$ cat config.mk
export PLATFORM = sky130hd
export DESIGN_NAME = cqd_top
export DESIGN_NICKNAME = d
export VERILOG_FILES = /design/src/inc/cqd_pkg.sv /design/src/logic/cqd_top.sv
export SDC_FILE = /design/constraint.sdc
export NUM_CORES = 1
export LEC_CHECK = 0
export BUFFER_PORTS_ARGS = -buffer_cell sky130_fd_sc_hd__clkbuf_2
export CAP_MARGIN = 10
export CORE_AREA = 2 2 178 180
export CTS_CLUSTER_SIZE = 14
export DETAILED_ROUTE_END_ITERATION = 7
export DIE_AREA = 0 0 180 182
export PLACE_DENSITY = 0.74
export SYNTH_ARGS = -nofsm -noshare
export SYNTH_HDL_FRONTEND = slang
export SYNTH_SLANG_ARGS = --single-unit
$ cat constraint.sdc
create_clock -name clock -period 15.3 [get_ports clock]
set_clock_uncertainty 0.1 [all_clocks]
set_input_delay 1.53 -clock clock [delete_from_list [all_inputs] [get_ports clock]]
set_output_delay 1.53 -clock clock [all_outputs]
set_load 0.1 [all_outputs]
$ cat src/inc/cqd_pkg.sv
// Constants and carrier types for the completion head doorbell and indirect access block
package cqd_pkg;
  // Queue count and head width
  localparam int CQD_NUM_CQ = 4;
  localparam int CQD_QW = 2;
  localparam int CQD_HEAD_W = 16;
  localparam int CQD_HEAD_LSB = 0;
  // Memory-mapped doorbell area
  localparam logic [31:0] CQD_DB_BASE = 32'h0000_1000;
  localparam logic [31:0] CQD_DB_READ_VALUE = 32'h0000_0000;
  localparam logic [31:0] CQD_DWORD_BYTES = 32'h0000_0004;
  localparam logic [4:0] CQD_DWORD_SHIFT = 5'h02;
  // I/O space pair
  localparam logic [31:0] CQD_IO_SELECT_OFF = 32'h0000_0000;
  localparam logic [31:0] CQD_IO_WINDOW_OFF = 32'h0000_0004;
  localparam int CQD_SEL_LSB = 2;
  localparam logic [31:0] CQD_SEL_MASK = 32'hFFFF_FFFC;
  // Reset values
  localparam logic [31:0] CQD_SELECT_RST = 32'h0000_0000;
  localparam logic [15:0] CQD_HEAD_RST = 16'h0000;

  typedef struct packed {
    logic valid;
    logic write;
    logic [31:0] addr;
    logic [31:0] wdata;
  } cqd_req_t;

  typedef struct packed {
    logic valid;
    logic [31:0] rdata;
  } cqd_rsp_t;

  typedef struct packed {
    logic valid;
    logic [CQD_QW-1:0] qid;
    logic [16:0] freed;
  } cqd_free_t;

  typedef struct packed {
    logic valid;
    logic [CQD_QW-1:0] qid;
  } cqd_evt_t;
endpackage

$ cat src/logic/cqd_top.sv
// Completion head doorbells with an I/O space indirect select/window pair
//
// What this block does
// RULE1: Completion queue y head doorbell sits at 1000h plus (2y+1) times (4 shifted left by the stride field).
// RULE2: Doorbells should not be read by software, and a read here returns a fixed value of no meaning.
// RULE3: Software never writes the head doorbell of a queue that does not exist.
// RULE4: Software keeps draining every completion queue regardless of submission queue occupancy.
// RULE5: A write to head bits 15:0 replaces the stored head pointer, and bits 31:16 read as zero; the code ignores head values above cq_size.
// RULE6: The wrap-aware difference between the old and new head is reported as the number of freed slots.
// RULE7: The select/window pair is decoded in the I/O space window and reaches every memory-mapped register.
// RULE8: Software does not alternate between indirect and direct access.
// RULE9: After any direct access software stops using the indirect pair.
// RULE10: The select register at 00h holds the dword offset in bits 31:2, with bits 1:0 reading as zero.
// RULE11: Software never loads the select register beyond the highest implemented offset.
// RULE12: Window accesses at 04h are forwarded to the register named by the select, and the window stores nothing.
// RULE13: After reset a window read returns the reset value of the register currently selected.
// RULE14: Head pointer arithmetic wraps to zero at the queue size.
// RULE15: An invalid doorbell value written while an event request is pending raises an invalid-doorbell event.
// RULE16: Select writes ignore bits 1:0 and every window access is a whole dword.
module cqd_top
  import cqd_pkg::*;
(
  // Clock and reset
  input wire logic clock,
  input wire logic rst,
  // Direct memory-mapped access
  input wire cqd_req_t mmio_req,
  output logic mmio_ready,
  output cqd_rsp_t mmio_rsp,
  // I/O space access
  input wire cqd_req_t io_req,
  output cqd_rsp_t io_rsp,
  // Other memory-mapped registers
  output cqd_req_t ext_req,
  input wire logic [31:0] ext_rdata,
  // Queue configuration and status
  input wire logic [3:0] doorbell_stride_field,
  input wire logic [CQD_NUM_CQ-1:0][15:0] cq_size,
  input wire logic aer_pending,
  output logic [CQD_NUM_CQ-1:0][15:0] completion_head_value,
  output cqd_free_t freed_o,
  output cqd_evt_t inv_db_o
);
  logic [31:0] sel_r, sel_nxt;
  logic [15:0] head_r [CQD_NUM_CQ];
  logic [15:0] head_nxt [CQD_NUM_CQ];
  cqd_free_t freed_r, freed_nxt;
  cqd_evt_t evt_r, evt_nxt;
  cqd_rsp_t mrsp_r, mrsp_nxt, irsp_r, irsp_nxt;

  cqd_req_t acc;
  logic io_sel_hit, io_win_hit;
  logic [31:0] off, idx, stride_mask, qid_full, acc_rdata;
  logic [4:0] shamt;
  logic db_hit, db_wr;
  logic [CQD_QW-1:0] qsel;
  logic [15:0] new_head, old_head;
  logic [16:0] size_sel, freed_cnt;
  logic val_ok;

  // Internal access: window has priority over direct access
  always_comb
  begin
    io_sel_hit = io_req.valid && (io_req.addr == CQD_IO_SELECT_OFF);
    io_win_hit = io_req.valid && (io_req.addr == CQD_IO_WINDOW_OFF); // RULE7
    mmio_ready = !io_win_hit;
    if (io_win_hit)
    begin
      acc.valid = 1'b1; // RULE12
      acc.write = io_req.write;
      acc.addr = sel_r & CQD_SEL_MASK; // RULE16
      acc.wdata = io_req.wdata;
    end
    else
    begin
      acc = mmio_req;
    end
  end

  // Doorbell decode
  always_comb
  begin
    off = acc.addr - CQD_DB_BASE;
    shamt = {1'b0, doorbell_stride_field} + CQD_DWORD_SHIFT;
    stride_mask = (CQD_DWORD_BYTES << doorbell_stride_field) - 32'h0000_0001;
    idx = off >> shamt;
    qid_full = idx >> 1;
    qsel = qid_full[CQD_QW-1:0];
    db_hit = acc.valid && (acc.addr >= CQD_DB_BASE) && ((off & stride_mask) == 32'h0000_0000)
      && idx[0] && (qid_full < 32'(CQD_NUM_CQ)); // RULE1
    db_wr = db_hit && acc.write;
    new_head = acc.wdata[CQD_HEAD_LSB +: CQD_HEAD_W]; // RULE5
    old_head = head_r[qsel];
    size_sel = {1'b0, cq_size[qsel]} + 17'h00001;
    val_ok = {1'b0, new_head} < size_sel;
    if (new_head >= old_head) // RULE14
      freed_cnt = {1'b0, new_head} - {1'b0, old_head};
    else
      freed_cnt = {1'b0, new_head} + size_sel - {1'b0, old_head}; // RULE6
    acc_rdata = db_hit ? CQD_DB_READ_VALUE : ext_rdata; // RULE2
    ext_req = acc;
    ext_req.valid = acc.valid && !db_hit;
  end

  // Per-queue head registers
  for (genvar i = 0; i < CQD_NUM_CQ; i++)
  begin : g_head
    always_comb
    begin
      head_nxt[i] = head_r[i];
      if (db_wr && val_ok && (qsel == CQD_QW'(i)))
        head_nxt[i] = new_head; // RULE5
    end

    always_ff @(posedge clock)
    begin
      if (rst)
        head_r[i] <= CQD_HEAD_RST;
      else
        head_r[i] <= head_nxt[i];
    end

    assign completion_head_value[i] = head_r[i];
  end

  // Select register, events and responses
  always_comb
  begin
    sel_nxt = sel_r;
    if (io_sel_hit && io_req.write)
      sel_nxt = io_req.wdata & CQD_SEL_MASK; // RULE10 RULE16
    freed_nxt.valid = db_wr && val_ok;
    freed_nxt.qid = qsel;
    freed_nxt.freed = freed_cnt; // RULE6
    evt_nxt.valid = db_wr && !val_ok && aer_pending; // RULE15
    evt_nxt.qid = qsel;
    mrsp_nxt.valid = mmio_req.valid && !mmio_req.write && !io_win_hit;
    mrsp_nxt.rdata = acc_rdata;
    irsp_nxt.valid = io_req.valid && !io_req.write;
    if (io_sel_hit)
      irsp_nxt.rdata = sel_r & CQD_SEL_MASK; // RULE10
    else if (io_win_hit)
      irsp_nxt.rdata = acc_rdata; // RULE12 RULE13
    else
      irsp_nxt.rdata = 32'h0000_0000;
  end

  always_ff @(posedge clock)
  begin
    if (rst)
    begin
      sel_r <= CQD_SELECT_RST;
      freed_r <= '0;
      evt_r <= '0;
      mrsp_r <= '0;
      irsp_r <= '0;
    end
    else
    begin
      sel_r <= sel_nxt;
      freed_r <= freed_nxt;
      evt_r <= evt_nxt;
      mrsp_r <= mrsp_nxt;
      irsp_r <= irsp_nxt;
    end
  end

  assign freed_o = freed_r;
  assign inv_db_o = evt_r;
  assign mmio_rsp = mrsp_r;
  assign io_rsp = irsp_r;
endmodule

# After elaboration in Yosys (flattened, before gate mapping)
# Memory sizes are Yosys's and may differ from the RTL's.
# Cells that the tools add are included.
# Widths: inputs -> output; s select.
# op_classes
n_reduce_logical	28
magnitude_cmp	5
bitwise	6
div_mod_pow	0
mul	0
n_eq_ne	4
n_addsub	7
mux	18
n_shift	2
# op_table
cell	n
$mux 16	9
$mux 32	3
$mux 66	1
$logic_not 32->1	2
$and 32x32->32	1
$bmux 16 s2	1
$eq 32x3->1 const B	1
$ge 32x13->1 const B	1
$shl 3x4->32 const A	1
$shr 32x5->32	1
$sub 32x1->32 const B	1
$sub 32x13->32 const B	1
$lt 31x3->1 const B	1
$logic_and 1x1->1	19
$add 16x1->17 const B	1
$add 16x17->17	1
$lt 16x17->1	1
$mux 17	1
$sub 16x16->17	1
$sub 17x16->17	1
$ge 16x16->1	1
$add 4x2->5 const B	1
$logic_not 1->1	5
$eq 2x2->1 const B	2
7 further kinds	12
# totals
out_inout_bits	220
latch_bits	0
ramBits	64
elab_cells	81
memories	1
register_bits	117
mem_bits_ro	0
# mem_list
memory	words	word_bits	read_ports	rd_clocked_by_memory_dff	write_ports	line_no	rtl
head_r	4	16	5	0	4	cqd_top.sv:45	logic [15:0] head_r [CQD_NUM_CQ];

# Logic depth before layout (Yosys ltp)
# logic_depth
depth_word	14
ltp_mapped	40

# Worst setup path after synthesis
# OpenSTA, ideal clock, no wires.
# synth_path
path_kind	input -> register
startpoint	input io_req[34] in the netlist's numbering
endpoint	register freed_r (netlist bit freed_o[13])
arrival_ns	10.253
required_time_ns	15.083
setup_ns	0.117
stages	39
slack_ns	4.829
path_buffers	11
cell_sequence	buf_2 clkinv_1 nor3_2 inv_2 buf_2 clkbuf_1 buf_1 clkbuf_1 clkbuf_1 mux2i_1 ha_1 nand2_1 nor4_1 o211ai_1 o21ai_0 o31ai_1 nand2_1 buf_2 [... 3 more ...] buf_1 nand2_1 nand2_1 o21ai_0 fa_1 ha_1 a21o_1 a21oi_1 o21bai_1 a21oi_1 o21bai_1 a21oi_1 o21bai_1 a2111o_1 and3_1 o21ai_0 or3b_2 a32o_1
# synth_between
elab_chain_len	11
word_cells_on_any_way	14
cone_classes	5 x add/sub; 1 x order compare; 1 x eq/ne; 1 x shift; 4 x mux; 1 x reduce/logical; 1 x memory
# synth_rtl
item	line_no	rtl
start: declaration	cqd_top.sv:31	input wire cqd_req_t io_req,
$eq 32x3->1 (*)	cqd_top.sv:65	io_win_hit = io_req.valid && (io_req.addr == CQD_IO_WINDOW_OFF);
$logic_and 1x1->1 (*)	cqd_top.sv:65	
$mux 66 (*)	cqd_top.sv:67	if (io_win_hit)
$sub 32x13->32	cqd_top.sv:83	off = acc.addr - CQD_DB_BASE;
$shr 32x5->32	cqd_top.sv:86	idx = off >> shamt;
$bmux 16 s2	cqd_top.sv:94	size_sel = {1'b0, cq_size[qsel]} + 17'h00001;
$mux 16 (implied by the code)	cqd_top.sv:94	
$add 16x1->17	cqd_top.sv:94	
$add 16x17->17	cqd_top.sv:99	freed_cnt = {1'b0, new_head} + size_sel - {1'b0, old_head};
$sub 17x16->17	cqd_top.sv:99	
$mux 17 (*)	cqd_top.sv:96	if (new_head >= old_head)
end signal: assignment	cqd_top.sv:161	freed_r <= freed_nxt;
end: declaration	cqd_top.sv:47	cqd_free_t freed_r, freed_nxt;
# Every way passes the cells marked *; elsewhere a longest branch is shown, timed or not. The select of a mux whose other input is x is not followed.
# A chain may end at the register's enable or synchronous reset.

==> flow_summary.yaml <==
global_routing:
  grt_pass1_wl_um: 84770
  grt_max_degree: 83
  grt_pass1_vias: 14410
  antenna_found_initial: 3
  grtUsageTotal: 0.3349
  gr-total-overflow: 0
clocking:
  cts_tree: "built"
  cts-root-buf: "clkbuf_16"
  clk_pin_slew_ps: 70
  cts_max_level: 4
  postCtsHoldBufs: 0
  cts_sinks: 181
  cts_made_buffers: 17
  post_cts_buffers: 0
  post_cts_resize_count: 0
  clk_latency_ps: 480
  clock_path_buffers: 2
yosys:
  syn_area_sq_um: 13510
  yosysSeqAreaShare: 0.2683
  synth_flop_cell: "dfxtp_1"
  synthXorXnorAreaFrac: 0.03632
  yosysMostFrequentCell: "nand2_1"
  synth_commonest_cells: "nand2_1, dfxtp_1, mux2i_1"
  synthAdderAreaFrac: 0.07245
  synth-seq-cells: 181
  async_flop_share: 0
  synthTopCellsByArea: "dfxtp_1, nand2_1, mux2i_1"
  syn_nets: 2083
  synth.top_cell.area_share: 0.2683
  synthSimpleGateAreaFrac: 0.2632
  muxShareOfSynthArea: 0.1215
  syn_avg_cell_area_sq_um: 7.587
  synth_cells: 1780
  yosys_warnings: 0
  synth_cell_type_count: 85
  synth_edf_count: 0
  synth_top_area_cell: "dfxtp_1"
  synth-compound-area-share: 0.1832
  synth_top_family_by_area: "simple AND/OR/NAND/NOR gates"
route:
  wl_per_cell_um: 22.22
  vias: 15160
  routed_wl_um: 57300
  drt_pass1_iterations: 7
  vias_per_cell: 5.876
  drc_errors: 0
  drtIter0Drc: 1205
  drt.antenna.violating_nets: 0
critical_path:
  cp.arrival_ps: 11700
  worstSetupEndpoint: "head_r[0][13]"
  startpoint_type: "primary input"
  reg2reg_from: "sel_r[12]"
  end_kind: "flip-flop"
  path_class: "in -> reg"
  required_ps: 15580
  startpoint: "io_req[33]"
  worst-r2r-setup-slack_ps: 6350
  path_max_fanout: 51
  rr_worst_depth: 25
  r2r_end: "head_r[0][13]"
outcome:
  status: "finished clean"
finish:
  final_util: 0.5354
  nets: 2465
  syn_to_final_growth_pct: 22.83
  seqCellArea_sq_um: 3623
  fillers: 2994
  multi_input_area_sq_um: 9169
  drive_above_1_share: 0.2593
power_and_ir_drop:
  vdd_ir_drop_max_uv: 134.0
  total_power_mw: 1.889
  power.density_nw_per_um2: 113.9
  leakage_nw: 8.024
floorplan:
  dieWidth_um: 180
  io_pins: 455
  core_area_sq_um: 30990
  rows: 65
  start_util: 0.4359
  die_area_sq_um: 32760
  die_y_um: 182
sta:
  fmax_mhz: 87.60
  drv_slew: 0
  period_share: 0.7461
  setup_viol: 0
  fin_tns_setup_ps: 0
  whs_ps: 383.8
  tightest_slew_ps: 1166
  max_slew_margin: 0.2220
  grt_setup_unrepaired: "no"
  hold_violations: 0
  fin_crit_ps: 11420
run:
  cap_violations: 0
hold_path:
  hold_path.class: "reg -> reg"
place:
  dp_hpwl_um: 45460
  io_buffers: 454
  gp_congestion: 0.9759
==> power breakdown <==
group	internal [mW]	total (mW)	switching, mW
sequential	0.496	0.506	0.00994
combinational	0.265	0.911	0.646
clock	0.248	0.472	0.224
==> cell families after synthesis <==
family,Yosys count
compound gates,360
xor+xnor,56
fa+ha+maj,68
buf+inv,181
flops,181
mux,152
simple gates,782
==> area by class of cell <==
type	count	share of cell area
Multi-Input combinational cell	1418	0.5527
Sequential cell	181	0.2184
Timing Repair Buffer	471	0.1447
Tap cell	402	0.03032
Clock buffer	17	0.02564
Inverter	73	0.01659
Clock inverter	15	0.01131
Antenna cell	2	0.0003017
==> layout by cell type, fill, tap and decap left out, drive strengths merged, types with 10 or more instances in the layout <==
master,count
xnor2,41
nand3,49
dfxtp,181
nor3,42
ha,51
nand2,436
nand4,24
a21o,18
buf,17
o211ai,10
fa,17
a22o,28
mux2i,122
a211oi,15
xor2,15
nor4,19
o21ai,71
and2,43
clkbuf,471
a31oi,13
a21oi,95
and3,21
inv,76
mux2,23
or3,10
nor2,88
==> sequential cells by signal (all words and copies together) (netlist names) <==
| signal | flops |
|---|---|
| sel_r | 30 |
| io_rsp | 33 |
| inv_db_o | 1 |
| freed_o | 20 |
| head_r | 64 |
| mmio_rsp | 33 |
==> metrics by stage <==
stage          cell area [sq um]  cells  setup slack, ps
6_report                   16590   2579             3884
5_1_grt                    16590   2578             3190
4_1_cts                    16580   2577             4038
3_5_place_dp               15970   2545             3572
3_3_place_gp               15970   2545             3897
2_1_floorplan              13510   1780             4829
==> metal layers <==
metal	track usage	share of wire	vias up	routed length [um]
met4	0.2351	0.073	2	4184
met2	0.5663	0.48	844	27320
li1	-	-	7048	-
met3	0.06619	0.074	191	4261
met5	0	0.00023	-	13
met1	0.3801	0.38	7070	21520
==> worst min path at each step <==
| stage | from | to | slack, ps | depth (start not counted) |
|---|---|---|---|---|
| 4_1_cts | head_r[0][15] | head_r[0][15] | 380 | 2 |
| 3_3_place_gp | head_r[3][6] | head_r[3][6] | 360 | 2 |
| 5_1_grt | head_r[2][6] | head_r[2][6] | 400 | 2 |
| 2_1_floorplan | sel_r[31] | io_rsp[31] | 340 | 2 |
| 3_5_place_dp | head_r[0][15] | head_r[0][15] | 370 | 2 |
| 6_report | head_r[2][12] | head_r[2][12] | 380 | 2 |
==> critical path: stages <==
cell and delay [ps]:
clkbuf_2 110, nor4b_1 450, nand4_1 550, nor3_4 320
clkinv_2 650, mux2i_1 510, ha_1 310, nand2_1 70
nor4_1 360, o211a_1 440, a211oi_1 190, o31a_1 430
nor2_4 140, buf_4 510, mux2i_1 190, mux2i_2 540
ha_1 460, nand3b_1 120, o22ai_1 310, a211oi_1 120
o22ai_1 360, ha_1 320, a2111oi_0 450, nand2_1 140
a211o_1 320, o311ai_2 640, o211a_1 850, mux2i_1 270
Note: power is estimated with default switching activity, not from simulation.
